<file path="src/shared/buck_seq_pkg.sv">
/*
 * constants, register map and state encodings for the buck start-up sequencer.
 * assumes a 25 MHz system clock; all times convert to cycles of that clock.
 */
package buck_seq_pkg;
	localparam int          CLK_NS        = 40;
	localparam int          SS_STEPS      = 100;
	localparam logic [9:0]  REF_CODE      = 10'h064;
	localparam logic [9:0]  CEIL_CODE     = 10'h2BC;
	localparam int          RAMP_FAST_US  = 2000;
	localparam int          RAMP_MID_US   = 2600;
	localparam int          RAMP_SLOW_US  = 3600;
	localparam logic [15:0] STEP_FAST     = 16'((RAMP_FAST_US * 1000 / CLK_NS) / SS_STEPS);
	localparam logic [15:0] STEP_MID      = 16'((RAMP_MID_US * 1000 / CLK_NS) / SS_STEPS);
	localparam logic [15:0] STEP_SLOW     = 16'((RAMP_SLOW_US * 1000 / CLK_NS) / SS_STEPS);
	localparam int          EXT_FACTOR_X10 = 25;
	localparam int          UV_DELAY_NS   = 15000;
	localparam logic [9:0]  UV_CYCLES     = 10'((UV_DELAY_NS + CLK_NS - 1) / CLK_NS);
	localparam int          REF_DELAY_US  = 1000;
	localparam int          HICCUP_US     = 1000;
	localparam int          REF_DELAY_CYC = REF_DELAY_US * 1000 / CLK_NS;
	localparam int          HICCUP_CYC    = HICCUP_US * 1000 / CLK_NS;
	localparam logic [2:0]  OC_MAX_RETRY  = 3'h4;
	localparam logic [2:0]  PHASE_CHK_CYC = 3'h4;
	localparam logic [7:0]  ADDR_CTRL     = 8'h00;
	localparam logic [7:0]  ADDR_EXTREF   = 8'h04;
	localparam logic [7:0]  ADDR_STATUS   = 8'h08;
	localparam logic [2:0]  CTRL_RST      = 3'h0;
	localparam logic [11:0] EXTREF_RST    = 12'h3E8;
	localparam logic [1:0]  RESP_OKAY     = 2'h0;
	localparam logic [1:0]  RESP_SLVERR   = 2'h2;

	typedef enum logic [2:0] {
		ST_OFF    = 3'b000,
		ST_IDLE   = 3'b001,
		ST_REFSEL = 3'b010,
		ST_RAMP   = 3'b011,
		ST_RUN    = 3'b100,
		ST_HICCUP = 3'b101,
		ST_LATCH  = 3'b110
	} state_t;

	typedef enum logic [1:0] {
		SPD_FAST = 2'b00,
		SPD_MID  = 2'b01,
		SPD_SLOW = 2'b10,
		SPD_EXT  = 2'b11
	} speed_t;
endpackage : buck_seq_pkg

</file>
<file path="src/shared/ss_ramp_if.sv">
/*
 * link between the sequencer core and the soft-start staircase generator.
 * assumes both ends share one clock.
 */
`timescale 1ns/1ps
interface ss_ramp_if;
	logic        clear;
	logic        run;
	logic [15:0] period;
	logic [9:0]  code;
	logic        at_top;
	modport ctrl (output clear, output run, output period, input code, input at_top);
	modport gen  (input clear, input run, input period, output code, output at_top);
endinterface : ss_ramp_if

</file>
<file path="src/rtl/buck_startup_seq.sv">
/*
 * start-up and protection sequencer of a synchronous buck controller, with an
 * axi4-lite register slave. assumes comparator outputs arrive asynchronously
 * on pins and the external power stage follows the two gate enables.
 */
// The register offsets and the AXI4-Lite register port were chosen for this implementation.
`timescale 1ns/1ps
// Function
// - stay off and ignore enable until supply power-on detect is high
// - compensation variant starts soft-start once enable pin is above threshold
// - compensation variant: pin charging source stays on until pin above ceiling in normal run, off in reference variant
// - reference variant waits delay, then picks internal or external reference
// - reference variant starts soft-start only after reference selection
// - regulation target is the lower of reference and ramp
// - ramp is one hundred equal steps up to the reference
// - ramp time to reference depends on the speed variant
// - ramp continues to ceiling, then soft-start done and undervoltage armed
// - with external reference, ramp time scales with reference voltage
// - output below target: gates off until ramp exceeds output
// - output above target: gates off until output falls to target
// - first high-side turn-on checks switch node, else input absent abort
// - after input absent, ramp runs to top, then a new attempt
// - overcurrent drives both gates low and restarts by hiccup
// - overcurrent after fourth retry latches off with both gates low
// - overvoltage drives low side on and high side off
// - overvoltage is watched only in the reference-delay, ramp, run and hiccup states, not in off, idle or latched-off
// - overvoltage does not latch; regulation resumes when it clears
// - undervoltage trips only after comparator held for qualification delay
// - undervoltage drives gates low and retries forever
module buck_startup_seq #(
	parameter int REF_DELAY = buck_seq_pkg::REF_DELAY_CYC,
	parameter int HICCUP    = buck_seq_pkg::HICCUP_CYC
) (
	input  wire logic        clk_i,
	input  wire logic        rst_n_i,
	input  wire logic        por_ok_i,
	input  wire logic        enable_above_i,
	input  wire logic        comp_ceiling_i,
	input  wire logic        reference_enable_pin_high_i,
	input  wire logic        phase_high_i,
	input  wire logic        overcurrent_i,
	input  wire logic        overvoltage_i,
	input  wire logic        undervoltage_i,
	input  wire logic        ramp_above_out_i,
	input  wire logic        out_above_target_i,
	input  wire logic        pwm_high_i,
	output logic             high_side_drive_o,
	output logic             low_side_drive_o,
	output logic             charge_src_en_o,
	output logic             ref_ext_sel_o,
	output logic [9:0]       ss_code_o,
	output logic [9:0]       target_code_o,
	output logic             ss_done_o,
	input  wire logic [7:0]  s_axi_awaddr,
	input  wire logic        s_axi_awvalid,
	output logic             s_axi_awready,
	input  wire logic [31:0] s_axi_wdata,
	input  wire logic [3:0]  s_axi_wstrb,
	input  wire logic        s_axi_wvalid,
	output logic             s_axi_wready,
	output logic [1:0]       s_axi_bresp,
	output logic             s_axi_bvalid,
	input  wire logic        s_axi_bready,
	input  wire logic [7:0]  s_axi_araddr,
	input  wire logic        s_axi_arvalid,
	output logic             s_axi_arready,
	output logic [31:0]      s_axi_rdata,
	output logic [1:0]       s_axi_rresp,
	output logic             s_axi_rvalid,
	input  wire logic        s_axi_rready
);
	localparam logic [15:0] REF_DELAY_W = 16'(REF_DELAY);
	localparam logic [15:0] HICCUP_W    = 16'(HICCUP);

	// ext ramp: tss(ms) = 2.5 * vref(V), per-step cycles = mv * 5 / 8
	function automatic logic [15:0] ext_step(input logic [11:0] mv);
		logic [31:0] c;
		c = (32'(mv) * 32'(buck_seq_pkg::EXT_FACTOR_X10) * 32'h0000_03E8)
			/ (32'h0000_000A * 32'(buck_seq_pkg::CLK_NS) * 32'(buck_seq_pkg::SS_STEPS));
		ext_step = (c == 32'h0) ? 16'h0001 : c[15:0];
	endfunction : ext_step

	// --------------------------------
	// pin synchronisers
	// --------------------------------
	logic [10:0] sync1_q;
	logic [10:0] sync2_q;
	logic        por_s, en_s, comp_ceil_s, reference_enable_pin_s, phase_s, oc_s, ov_s, uv_s;
	logic        above_out_s, out_high_s, pwm_s;

	always_ff @(posedge clk_i or negedge rst_n_i)
	begin
		if (!rst_n_i)
		begin
			sync1_q <= 11'h000;
			sync2_q <= 11'h000;
		end
		else
		begin
			sync1_q <= {por_ok_i, enable_above_i, comp_ceiling_i, reference_enable_pin_high_i,
				phase_high_i, overcurrent_i, overvoltage_i, undervoltage_i,
				ramp_above_out_i, out_above_target_i, pwm_high_i};
			sync2_q <= sync1_q;
		end
	end

	assign {por_s, en_s, comp_ceil_s, reference_enable_pin_s, phase_s, oc_s, ov_s, uv_s,
		above_out_s, out_high_s, pwm_s} = sync2_q;

	// --------------------------------
	// registers
	// --------------------------------
	logic [2:0]  ctrl_q;
	logic [11:0] extref_q;
	logic        aw_have_q, w_have_q, awready_q, wready_q, bvalid_q, arready_q, rvalid_q;
	logic [7:0]  awaddr_q;
	logic [31:0] wdata_q, rdata_q;
	logic [3:0]  wstrb_q;
	logic [1:0]  bresp_q, rresp_q;
	logic        ref_variant;
	buck_seq_pkg::speed_t speed;
	buck_seq_pkg::state_t state_q;
	logic        absent_q, latch_q, ss_done_q, uv_trip_q;
	logic [2:0]  retry_q;

	assign ref_variant = ctrl_q[0];
	assign speed       = buck_seq_pkg::speed_t'(ctrl_q[2:1]);

	// --------------------------------
	// axi4-lite write path
	// --------------------------------
	always_ff @(posedge clk_i or negedge rst_n_i)
	begin
		if (!rst_n_i)
		begin
			aw_have_q <= 1'b0;
			w_have_q  <= 1'b0;
			awready_q <= 1'b0;
			wready_q  <= 1'b0;
			bvalid_q  <= 1'b0;
			bresp_q   <= buck_seq_pkg::RESP_OKAY;
			awaddr_q  <= 8'h00;
			wdata_q   <= 32'h0000_0000;
			wstrb_q   <= 4'h0;
			ctrl_q    <= buck_seq_pkg::CTRL_RST;
			extref_q  <= buck_seq_pkg::EXTREF_RST;
		end
		else
		begin
			awready_q <= s_axi_awvalid && !awready_q && !aw_have_q && !bvalid_q;
			wready_q  <= s_axi_wvalid && !wready_q && !w_have_q && !bvalid_q;
			if (s_axi_awvalid && awready_q)
			begin
				aw_have_q <= 1'b1;
				awaddr_q  <= s_axi_awaddr;
			end
			if (s_axi_wvalid && wready_q)
			begin
				w_have_q <= 1'b1;
				wdata_q  <= s_axi_wdata;
				wstrb_q  <= s_axi_wstrb;
			end
			if (aw_have_q && w_have_q && !bvalid_q)
			begin
				aw_have_q <= 1'b0;
				w_have_q  <= 1'b0;
				bvalid_q  <= 1'b1;
				bresp_q   <= buck_seq_pkg::RESP_OKAY;
				case (awaddr_q)
					buck_seq_pkg::ADDR_CTRL:
					begin
						if (wstrb_q[0])
							ctrl_q <= wdata_q[2:0];
					end
					buck_seq_pkg::ADDR_EXTREF:
					begin
						if (wstrb_q[0])
							extref_q[7:0] <= wdata_q[7:0];
						if (wstrb_q[1])
							extref_q[11:8] <= wdata_q[11:8];
					end
					buck_seq_pkg::ADDR_STATUS: ;
					default:
						bresp_q <= buck_seq_pkg::RESP_SLVERR;
				endcase
			end
			else if (bvalid_q && s_axi_bready)
			begin
				bvalid_q <= 1'b0;
			end
		end
	end

	// --------------------------------
	// axi4-lite read path
	// --------------------------------
	always_ff @(posedge clk_i or negedge rst_n_i)
	begin
		if (!rst_n_i)
		begin
			arready_q <= 1'b0;
			rvalid_q  <= 1'b0;
			rdata_q   <= 32'h0000_0000;
			rresp_q   <= buck_seq_pkg::RESP_OKAY;
		end
		else
		begin
			arready_q <= s_axi_arvalid && !arready_q && !rvalid_q;
			if (s_axi_arvalid && arready_q)
			begin
				rvalid_q <= 1'b1;
				rresp_q  <= buck_seq_pkg::RESP_OKAY;
				case (s_axi_araddr)
					buck_seq_pkg::ADDR_CTRL:   rdata_q <= {29'h0, ctrl_q};
					buck_seq_pkg::ADDR_EXTREF: rdata_q <= {20'h0, extref_q};
					buck_seq_pkg::ADDR_STATUS:
						rdata_q <= {13'h0000, ss_code_o, retry_q, uv_trip_q, latch_q,
							absent_q, ss_done_q, ref_ext_sel_o, state_q == buck_seq_pkg::ST_RUN};
					default:
					begin
						rdata_q <= 32'h0000_0000;
						rresp_q <= buck_seq_pkg::RESP_SLVERR;
					end
				endcase
			end
			else if (rvalid_q && s_axi_rready)
			begin
				rvalid_q <= 1'b0;
			end
		end
	end

	// --------------------------------
	// soft-start ramp
	// --------------------------------
	ss_ramp_if   ramp ();
	logic        ramp_clear_q, ramp_run_q, ref_ext_q;
	logic [15:0] period_q;

	assign ramp.clear  = ramp_clear_q;
	assign ramp.run    = ramp_run_q;
	assign ramp.period = period_q;

	ss_ramp_gen u_ramp (
		.clk_i   (clk_i),
		.rst_n_i (rst_n_i),
		.ramp    (ramp)
	);

	always_ff @(posedge clk_i or negedge rst_n_i)
	begin
		if (!rst_n_i)
			period_q <= buck_seq_pkg::STEP_FAST;
		else if (ref_variant && ref_ext_q)
			period_q <= ext_step(extref_q);
		else
			case (speed)
				buck_seq_pkg::SPD_MID:  period_q <= buck_seq_pkg::STEP_MID;
				buck_seq_pkg::SPD_SLOW: period_q <= buck_seq_pkg::STEP_SLOW;
				buck_seq_pkg::SPD_EXT:  period_q <= ext_step(extref_q);
				default:                period_q <= buck_seq_pkg::STEP_FAST;
			endcase
	end

	// --------------------------------
	// sequencer
	// --------------------------------
	logic [15:0] timer_q;
	logic [9:0]  uv_cnt_q;
	logic [2:0]  phase_cnt_q;
	logic        hs_seen_q, phase_chk_q, prebias_ok_q;
	logic        absent_evt, oc_evt, uv_evt;

	assign absent_evt = phase_chk_q && (phase_cnt_q == buck_seq_pkg::PHASE_CHK_CYC) && !phase_s;
	assign oc_evt     = oc_s && (state_q == buck_seq_pkg::ST_RAMP || state_q == buck_seq_pkg::ST_RUN);
	assign uv_evt     = (state_q == buck_seq_pkg::ST_RUN) && (uv_cnt_q == buck_seq_pkg::UV_CYCLES);

	always_ff @(posedge clk_i or negedge rst_n_i)
	begin
		if (!rst_n_i)
		begin
			state_q      <= buck_seq_pkg::ST_OFF;
			timer_q      <= 16'h0000;
			ramp_clear_q <= 1'b1;
			ramp_run_q   <= 1'b0;
			ref_ext_q    <= 1'b0;
			retry_q      <= 3'h0;
			ss_done_q    <= 1'b0;
			latch_q      <= 1'b0;
			absent_q     <= 1'b0;
			uv_trip_q    <= 1'b0;
		end
		else if (!por_s)
		begin
			state_q      <= buck_seq_pkg::ST_OFF;
			ramp_clear_q <= 1'b1;
			ramp_run_q   <= 1'b0;
			ss_done_q    <= 1'b0;
			latch_q      <= 1'b0;
			retry_q      <= 3'h0;
		end
		else if (!en_s && state_q != buck_seq_pkg::ST_OFF)
		begin
			state_q      <= buck_seq_pkg::ST_IDLE;
			ramp_clear_q <= 1'b1;
			ramp_run_q   <= 1'b0;
			ss_done_q    <= 1'b0;
			latch_q      <= 1'b0;
			retry_q      <= 3'h0;
		end
		else
		begin
			ramp_clear_q <= 1'b0;
			case (state_q)
				buck_seq_pkg::ST_OFF:
					state_q <= buck_seq_pkg::ST_IDLE;
				buck_seq_pkg::ST_IDLE:
				begin
					timer_q    <= 16'h0000;
					absent_q   <= 1'b0;
					uv_trip_q  <= 1'b0;
					ramp_run_q <= ~ref_variant;
					state_q    <= ref_variant ? buck_seq_pkg::ST_REFSEL
						: buck_seq_pkg::ST_RAMP;
				end
				buck_seq_pkg::ST_REFSEL:
				begin
					timer_q <= timer_q + 16'h0001;
					if (timer_q + 16'h0001 >= REF_DELAY_W)
					begin
						ref_ext_q  <= ~reference_enable_pin_s;
						ramp_run_q <= 1'b1;
						state_q    <= buck_seq_pkg::ST_RAMP;
					end
				end
				buck_seq_pkg::ST_RAMP, buck_seq_pkg::ST_RUN:
				begin
					if (oc_evt)
					begin
						if (retry_q == buck_seq_pkg::OC_MAX_RETRY)
						begin
							latch_q <= 1'b1;
							state_q <= buck_seq_pkg::ST_LATCH;
						end
						else
						begin
							retry_q <= retry_q + 3'h1;
							state_q <= buck_seq_pkg::ST_HICCUP;
						end
						ss_done_q <= 1'b0;
						timer_q   <= 16'h0000;
					end
					else if (absent_evt || uv_evt)
					begin
						absent_q  <= absent_q | absent_evt;
						uv_trip_q <= uv_trip_q | uv_evt;
						ss_done_q <= 1'b0;
						timer_q   <= 16'h0000;
						state_q   <= buck_seq_pkg::ST_HICCUP;
					end
					else if (state_q == buck_seq_pkg::ST_RAMP && ramp.at_top && !ramp_clear_q)
					begin
						ss_done_q <= 1'b1;
						retry_q   <= 3'h0;
						state_q   <= buck_seq_pkg::ST_RUN;
					end
				end
				buck_seq_pkg::ST_HICCUP:
				begin
					if (ramp.at_top)
					begin
						timer_q <= timer_q + 16'h0001;
						if (timer_q + 16'h0001 >= HICCUP_W)
						begin
							ramp_clear_q <= 1'b1;
							state_q      <= buck_seq_pkg::ST_RAMP;
						end
					end
				end
				buck_seq_pkg::ST_LATCH:
					ramp_run_q <= 1'b0;
				default:
					state_q <= buck_seq_pkg::ST_OFF;
			endcase
		end
	end

	// --------------------------------
	// undervoltage qualification
	// --------------------------------
	always_ff @(posedge clk_i or negedge rst_n_i)
	begin
		if (!rst_n_i)
			uv_cnt_q <= 10'h000;
		else if (state_q != buck_seq_pkg::ST_RUN || !uv_s)
			uv_cnt_q <= 10'h000;
		else if (uv_cnt_q != buck_seq_pkg::UV_CYCLES)
			uv_cnt_q <= uv_cnt_q + 10'h001;
	end

	// --------------------------------
	// pre-bias and input detection
	// --------------------------------
	always_ff @(posedge clk_i or negedge rst_n_i)
	begin
		if (!rst_n_i)
		begin
			prebias_ok_q <= 1'b0;
			hs_seen_q    <= 1'b0;
			phase_chk_q  <= 1'b0;
			phase_cnt_q  <= 3'h0;
		end
		else if (state_q != buck_seq_pkg::ST_RAMP && state_q != buck_seq_pkg::ST_RUN)
		begin
			prebias_ok_q <= 1'b0;
			hs_seen_q    <= 1'b0;
			phase_chk_q  <= 1'b0;
			phase_cnt_q  <= 3'h0;
		end
		else
		begin
			if (above_out_s && !out_high_s)
				prebias_ok_q <= 1'b1;
			if (high_side_drive_o && !hs_seen_q)
			begin
				hs_seen_q   <= 1'b1;
				phase_chk_q <= 1'b1;
			end
			if (phase_chk_q)
			begin
				phase_cnt_q <= phase_cnt_q + 3'h1;
				if (phase_cnt_q == buck_seq_pkg::PHASE_CHK_CYC)
					phase_chk_q <= 1'b0;
			end
		end
	end

	// --------------------------------
	// gate drives and analog controls
	// --------------------------------
	logic enabled;
	logic gates_ok;

	assign enabled  = state_q == buck_seq_pkg::ST_REFSEL || state_q == buck_seq_pkg::ST_RAMP
		|| state_q == buck_seq_pkg::ST_RUN || state_q == buck_seq_pkg::ST_HICCUP;
	assign gates_ok = (state_q == buck_seq_pkg::ST_RAMP || state_q == buck_seq_pkg::ST_RUN)
		&& prebias_ok_q && !oc_s && !absent_evt && !uv_evt;

	always_ff @(posedge clk_i or negedge rst_n_i)
	begin
		if (!rst_n_i)
		begin
			high_side_drive_o <= 1'b0;
			low_side_drive_o  <= 1'b0;
		end
		else if (enabled && ov_s)
		begin
			high_side_drive_o <= 1'b0;
			low_side_drive_o  <= 1'b1;
		end
		else if (gates_ok)
		begin
			high_side_drive_o <= pwm_s;
			low_side_drive_o  <= ~pwm_s;
		end
		else
		begin
			high_side_drive_o <= 1'b0;
			low_side_drive_o  <= 1'b0;
		end
	end

	always_ff @(posedge clk_i or negedge rst_n_i)
	begin
		if (!rst_n_i)
			charge_src_en_o <= 1'b0;
		else if (state_q == buck_seq_pkg::ST_OFF || ref_variant)
			charge_src_en_o <= 1'b0;
		else if (state_q == buck_seq_pkg::ST_RUN)
			charge_src_en_o <= charge_src_en_o && !comp_ceil_s;
		else
			charge_src_en_o <= 1'b1;
	end

	always_ff @(posedge clk_i or negedge rst_n_i)
	begin
		if (!rst_n_i)
			target_code_o <= 10'h000;
		else if (ramp.code < buck_seq_pkg::REF_CODE)
			target_code_o <= ramp.code;
		else
			target_code_o <= buck_seq_pkg::REF_CODE;
	end

	assign ref_ext_sel_o = ref_ext_q;
	assign ss_code_o     = ramp.code;
	assign ss_done_o     = ss_done_q;
	assign s_axi_awready = awready_q;
	assign s_axi_wready  = wready_q;
	assign s_axi_bvalid  = bvalid_q;
	assign s_axi_bresp   = bresp_q;
	assign s_axi_arready = arready_q;
	assign s_axi_rvalid  = rvalid_q;
	assign s_axi_rdata   = rdata_q;
	assign s_axi_rresp   = rresp_q;
endmodule : buck_startup_seq

</file>
<file path="src/rtl/ss_ramp_gen.sv">
/*
 * soft-start staircase: one code step per period, up to the ceiling code.
 * assumes period is stable while run is high.
 */
`timescale 1ns/1ps
module ss_ramp_gen (
	input  wire logic clk_i,
	input  wire logic rst_n_i,
	ss_ramp_if.gen    ramp
);
	logic [15:0] tick_q;
	logic [9:0]  code_q;

	assign ramp.code   = code_q;
	assign ramp.at_top = (code_q == buck_seq_pkg::CEIL_CODE);

	// --------------------------------
	// staircase counter
	// --------------------------------
	always_ff @(posedge clk_i or negedge rst_n_i)
	begin
		if (!rst_n_i)
		begin
			tick_q <= 16'h0000;
			code_q <= 10'h000;
		end
		else if (ramp.clear)
		begin
			tick_q <= 16'h0000;
			code_q <= 10'h000;
		end
		else if (ramp.run && !ramp.at_top)
		begin
			if (tick_q + 16'h0001 >= ramp.period)
			begin
				tick_q <= 16'h0000;
				code_q <= code_q + 10'h001;
			end
			else
			begin
				tick_q <= tick_q + 16'h0001;
			end
		end
	end
endmodule : ss_ramp_gen

</file>
<file path="config.mk">
export PLATFORM = sky130hd
export DESIGN_NAME = buck_startup_seq
export DESIGN_NICKNAME = d
export VERILOG_FILES = /design/src/shared/buck_seq_pkg.sv /design/src/shared/ss_ramp_if.sv /design/src/rtl/buck_startup_seq.sv /design/src/rtl/ss_ramp_gen.sv
export SDC_FILE = /design/constraint.sdc
export NUM_CORES = 1
export LEC_CHECK = 0
export BUFFER_PORTS_ARGS = -buffer_cell sky130_fd_sc_hd__clkbuf_2
export CAP_MARGIN = 20
export CORE_UTILIZATION = 50
export DETAILED_ROUTE_END_ITERATION = 10
export GPL_TIMING_DRIVEN = 1
export PLACE_DENSITY = 0.75
export SYNTH_ARGS = -nofsm -noshare
export SYNTH_HDL_FRONTEND = slang
export SYNTH_SLANG_ARGS = --single-unit
</file>
<file path="constraint.sdc">
create_clock -name clk_i -period 23.8 [get_ports clk_i]
set_input_delay 2.38 -clock clk_i [delete_from_list [all_inputs] [get_ports clk_i]]
set_output_delay 2.38 -clock clk_i [all_outputs]
set_load 0.01 [all_outputs]
</file>
* Yosys cells after proc, flatten, opt, wreduce, memory -nomap -nowiden
Cells that the tools add are included.
** Storage, ports and cells
- Register bits after elaboration :: 202
- Input port bits :: 70
** Cells by class
- Add/subtract/negate cells :: 6
- $mul :: 2
- Divide/modulo/power cells :: 1
- $lt $le $gt $ge :: 3
- Equality and inequality tests :: 36
- Muxes and demuxes :: 86
- Bitwise gates (word level) :: 6
- Reductions and logical operators :: 90
** Operators with widths (count)
- 16-bit 2-to-1 mux :: 8
- 16-bit case mux with 4 select lines :: 1
- 10-bit 2-to-1 mux :: 6
- 19-bit case mux with 3 select lines :: 1
- 3-bit 2-to-1 mux :: 16
- 16-bit case mux with 3 select lines :: 1
- 1-bit 2-to-1 mux :: 46
- 1-bit logical AND :: 33
- 16-bit by 1-bit adder with 16-bit output (second input constant) :: 2
- 27-bit by 16-bit divider with 32-bit output (second input constant) :: 1
- 32-bit zero test :: 1
- 17-bit by 7-bit multiplier with 24-bit output (second input constant) :: 1
- 2-bit nonzero test :: 11
- 10-bit by 1-bit adder with 10-bit output (second input constant) :: 2
- 1-bit zero test :: 18
- 3-bit case mux with 6 select lines :: 1
- 12-bit by 5-bit multiplier with 17-bit output (second input constant) :: 1
- 8-bit by 3-bit == test with 1-bit output (second input constant) :: 2
- 8-bit by 4-bit == test with 1-bit output (second input constant) :: 2
- 16-bit by 15-bit greater-or-equal comparator with 1-bit output (second input constant) :: 1
- 16-bit greater-or-equal comparator :: 1
- 8-bit zero test :: 2
- 4-bit inequality test (second input constant) :: 4
- 3-bit == test (second input constant) :: 5
- other kinds (31) :: 63

* Logic depth before layout (Yosys ltp)
- Word-level depth :: 9
- Mapped depth :: 70
- Gate-level depth less buffers :: 61

* Cells and area by module
From an unflattened synthesis, not the netlist that was laid out.
** Unflattened totals
- Cells, all modules :: 1983
- Area total of the unflattened synthesis :: 17127.7 um^2
** Modules (own cells, without submodules)
- buck_startup_seq :: times used 1, cells each 1719, area an instance 14946.8 um^2, seq. area each 3945.0 um^2
- ss_ramp_gen :: times used 1, cells each 264, area an instance 2180.8 um^2, seq. area each 650.6 um^2

* Worst setup path before layout
No wires, ideal clock.
- Path type :: register to register
- Start point :: register extref_q[3]
- End point :: register period_q[0]
- Library setup time :: 0.144 ns
- Arrival time :: 16.338 ns
- Required time :: 23.656 ns
- Path slack :: 7.318 ns
- Stages on the path, launching flop included :: 62
- Buffers on the path :: 4
- Path through :: dfstp_2 ha_1 ha_1 inv_1 fa_1 inv_1 ha_1 inv_1 o21bai_1 a21oi_1 o21bai_1 a21oi_1 o21bai_1 xor2_1 xor2_1 inv_1 fa_1 fa_1 [26 not listed] xnor2_1 buf_2 nor2_1 a2111oi_0 a21oi_1 or3_1 o211ai_2 or3b_1 o211a_1 mux2i_2 a221oi_4 or3_1 a22oi_1 or3_1 mux2_2 nand4b_1 o311ai_1 a31oi_1
** On the way
- Cells in the longest elaborated chain, start to end :: 7
** RTL lines
- start: declaration :: line buck_startup_seq.sv:114 : logic [11:0] extref_q;
- start signal: assignment :: line buck_startup_seq.sv:146 : extref_q <= buck_seq_pkg::EXTREF_RST;
- start signal: assignment :: line buck_startup_seq.sv:178 : extref_q[7:0] <= wdata_q[7:0];
- 12-bit by 5-bit multiplier with 17-bit output (*) :: line buck_startup_seq.sv:78 : c = (32'(mv) * 32'(buck_seq_pkg::EXT_FACTOR_X10) * 32'h0000_03E8)
- 17-bit by 7-bit multiplier with 24-bit output (*) :: line buck_startup_seq.sv:78
- 27-bit by 16-bit divider with 32-bit output (*) :: line buck_startup_seq.sv:79 : / (32'h0000_000A * 32'(buck_seq_pkg::CLK_NS) * 32'(buck_seq_pkg::SS_STEPS));
- 32-bit zero test :: line buck_startup_seq.sv:80 : ext_step = (c == 32'h0) ? 16'h0001 : c[15:0];
- 16-bit 2-to-1 mux (*) :: line buck_startup_seq.sv:80
- 16-bit case mux with 3 select lines :: line buck_startup_seq.sv:257 : case (speed)
- 16-bit 2-to-1 mux (*) :: line buck_startup_seq.sv:254 : else if (ref_variant && ref_ext_q)
- end signal: assignment :: line buck_startup_seq.sv:255 : period_q <= ext_step(extref_q);
- end signal: assignment :: line buck_startup_seq.sv:258 : buck_seq_pkg::SPD_MID: period_q <= buck_seq_pkg::STEP_MID;
- end signal: assignment :: line buck_startup_seq.sv:259 : buck_seq_pkg::SPD_SLOW: period_q <= buck_seq_pkg::STEP_SLOW;
- end: declaration :: line buck_startup_seq.sv:238 : logic [15:0] period_q;
Every way passes the cells marked *; elsewhere a longest branch is shown, timed or not.
A chain may end at the register's enable or synchronous reset.

* Worst setup path after layout
- Start point :: register extref_q[0]
- End point :: register period_q[0]
The elaborated chain is that of the path after synthesis.

==> qor.csv <==
metric,value,unit
dp_hpwl,31.6,mm
place_ws,4.16,ns
yosysTopAreaCell,dfrtp_1,
grt_pass1_wl,67.6,mm
crit_type,flop to flop,
die_area,34600,µm²
path_max_fanout,12,
die_x,186,µm
drtIter0Drc,975,
gr-total-overflow,0,
tightest_slew,0.977,ns
cts.path.max_buffers,2,
synth-seq-cells,183,
htreeDepth,4,
setup_viol,0,
fin_area,18300,µm²
grt_start_max_net_pins,111,
drc_errors,0,
start_kind,flop,
yosys_most_used_dff,dfrtp_1,
post-route-min-period,19.85,ns
cts_tree,built,
routed_wl,40.9,mm
diodes,0,
drt_pre_antenna_iters,5,
syn_inst,1970,
synth_edf_count,0,
slew_headroom,34.9,%
crit_arrival,20.14,ns
antenna_found_initial,1,
slew_viol_final,0,
synthDistinctLibCells,115,
ys_async_sr_fraction,100,%
drive_gt1_share,12.1,%
yosys_warnings,0,
grt_pass1_vias,14100,
clock_latency,0.44,ns
maxCapViolations,0,
slowest_stage,xnor2_1,
fin_nets,2278,
netlist.area_leader.share,25.1,%
cts_sinks,183,
cts_setup_buffers,0,
cts_hold_buf,0,
dieHeight,186,µm
synth.avg_cell_area,8.59,µm²
syn_to_final_growth,8.05,%
max_stage_delay,0.84,ns
skew,0.00993,ns
worstHoldPathType,flop to flop,
portBuffers,98,
syn-cell-area,16900,µm²
core,33400,µm²
ioPinCount,136,
grt_use_met1,31.6,%
grt_util_met2,39.6,%
synth_most_common_cell,nand2_1,
setup_ws,3.95,ns
cp_common_cell,a21oi_1,
rows,67,
grt_usage,23.6,%
hold_violations,0,
synth_common_cells,"nand2_1, dfrtp_1, nor2_1, o21ai_0, inv_1",
fmax,50.4,MHz
cts_made_buffers,17,
status,"complete, no violations",
via_per_inst,6.02,
root_buffer,clkbuf_16,
rsz0062_at_grt,no,
cts.clk_slew.worst_paths,0.07,ns
synth-seq-area-share,27.2,%
grtUsageMet3,3.25,%
placed_area,17700,µm²
ys_top_cells_by_area,"dfrtp_1, ha_1, fa_1",
post-route-period-util,83.4,%
initial_core_util,50.6,%
routed-via-count,15000,
critPathCaptureType,flop,
routabilityCongestion,0.880,
tns,0,ns
worstPathRequired,24.09,ns
postRouteAntennaNets,0,
wl_per_cell,16.4,µm
top_usage_layer,met2,
post_cts_resized,0,
sequential cells by signal (all words and copies together), names as in the netlist, 11 cells and up:
signal         cells
s_axi_rdata       19
wdata_q           12
period_q          12
extref_q          12
timer_q           16
sync2_q           11
sync1_q           11
u_ramp.tick_q     16
stage by stage:
| step | utilization [%] | cells | hold slack, ns |
|---|---|---|---|
| 6_report | 54.7 | 2500 | 0.347 |
| 5_1_grt | 54.7 | 2500 | 0.362 |
| 4_1_cts | 54.7 | 2500 | 0.351 |
| 3_5_place_dp | 53.0 | 2469 | 0.336 |
| 3_3_place_gp | 53.0 | 2469 | 0.335 |
| 2_1_floorplan | - | 1987 | 0.331 |
area by class of cell:
cell class	instances	area (µm²)
Sequential cell	183	4600
Timing Repair Buffer	104	542
Tap cell	448	561
Clock buffer	20	457
Fill cell	2961	15200
Clock inverter	11	115
Inverter	137	514
Multi-Input combinational cell	1597	11500
path summary, 6_finish.rpt:
check | start | end | slack (ns) | depth (start not counted)
max in group asynchronous | rst_n_i | target_code_o[7] | 20.17 | 2
worst min register to register | sync1_q[0] | sync2_q[0] | 0.35 | 0
min in group asynchronous | rst_n_i | timer_q[6] | 2.04 | 1
worst min-delay path | sync1_q[0] | sync2_q[0] | 0.35 | 0
worst max register to register | extref_q[0] | period_q[0] | 3.95 | 57
worst max-delay path | extref_q[0] | period_q[0] | 3.95 | 57
layer usage:
metal  part of all wire [%]  routed length [µm]
met1                     45               18600
met3                    3.8                1550
met4                    1.7                 712
met5                  0.032                  13
met2                     49               20100
layout by cell type, fill, tap and decap left out, drive strengths merged, types with 12 or more instances in the layout:
cell,n
nor2,158
o211ai,25
mux2,43
nand4,29
o21ai,148
o21a,15
xnor2,74
a22oi,15
dfstp,13
conb,18
a21o,34
fa,56
or2,12
and2,26
o31ai,18
nand3,59
a31oi,27
a21oi,116
a211oi,19
nor3,47
ha,112
clkbuf,117
inv,141
nand2,201
or3,19
mux2i,21
nand2b,27
xor2,44
dfrtp,170
and3,30
nor4,19
logic make-up after synthesis:
logic type,count (synthesis),share of synthesized area [%]
simple gates,678,19.9
other cells,1,0.0222
mux,64,4.24
flops,183,27.2
xor+xnor,118,6.24
compound gates,551,22.3
buf+inv,207,5.26
fa+ha+maj,168,14.9
worst max-delay path, delay by kind of cell, from the launching register on:
| family | cells | cell delay (ns) |
|---|---|---|
| AOI/OAI and AO/OA | 25 | 7.55 |
| xor gates and xnor gates | 3 | 1.79 |
| adders and majority gates | 8 | 3.18 |
| buffers and inverters | 5 | 0.43 |
| DFF | 1 | 0.56 |
| muxes | 3 | 1.48 |
| and+or+nand+nor | 13 | 4.69 |
Power is not shown: default switching activity piles up to over one toggle a cycle in this logic, so the estimate is an artifact.
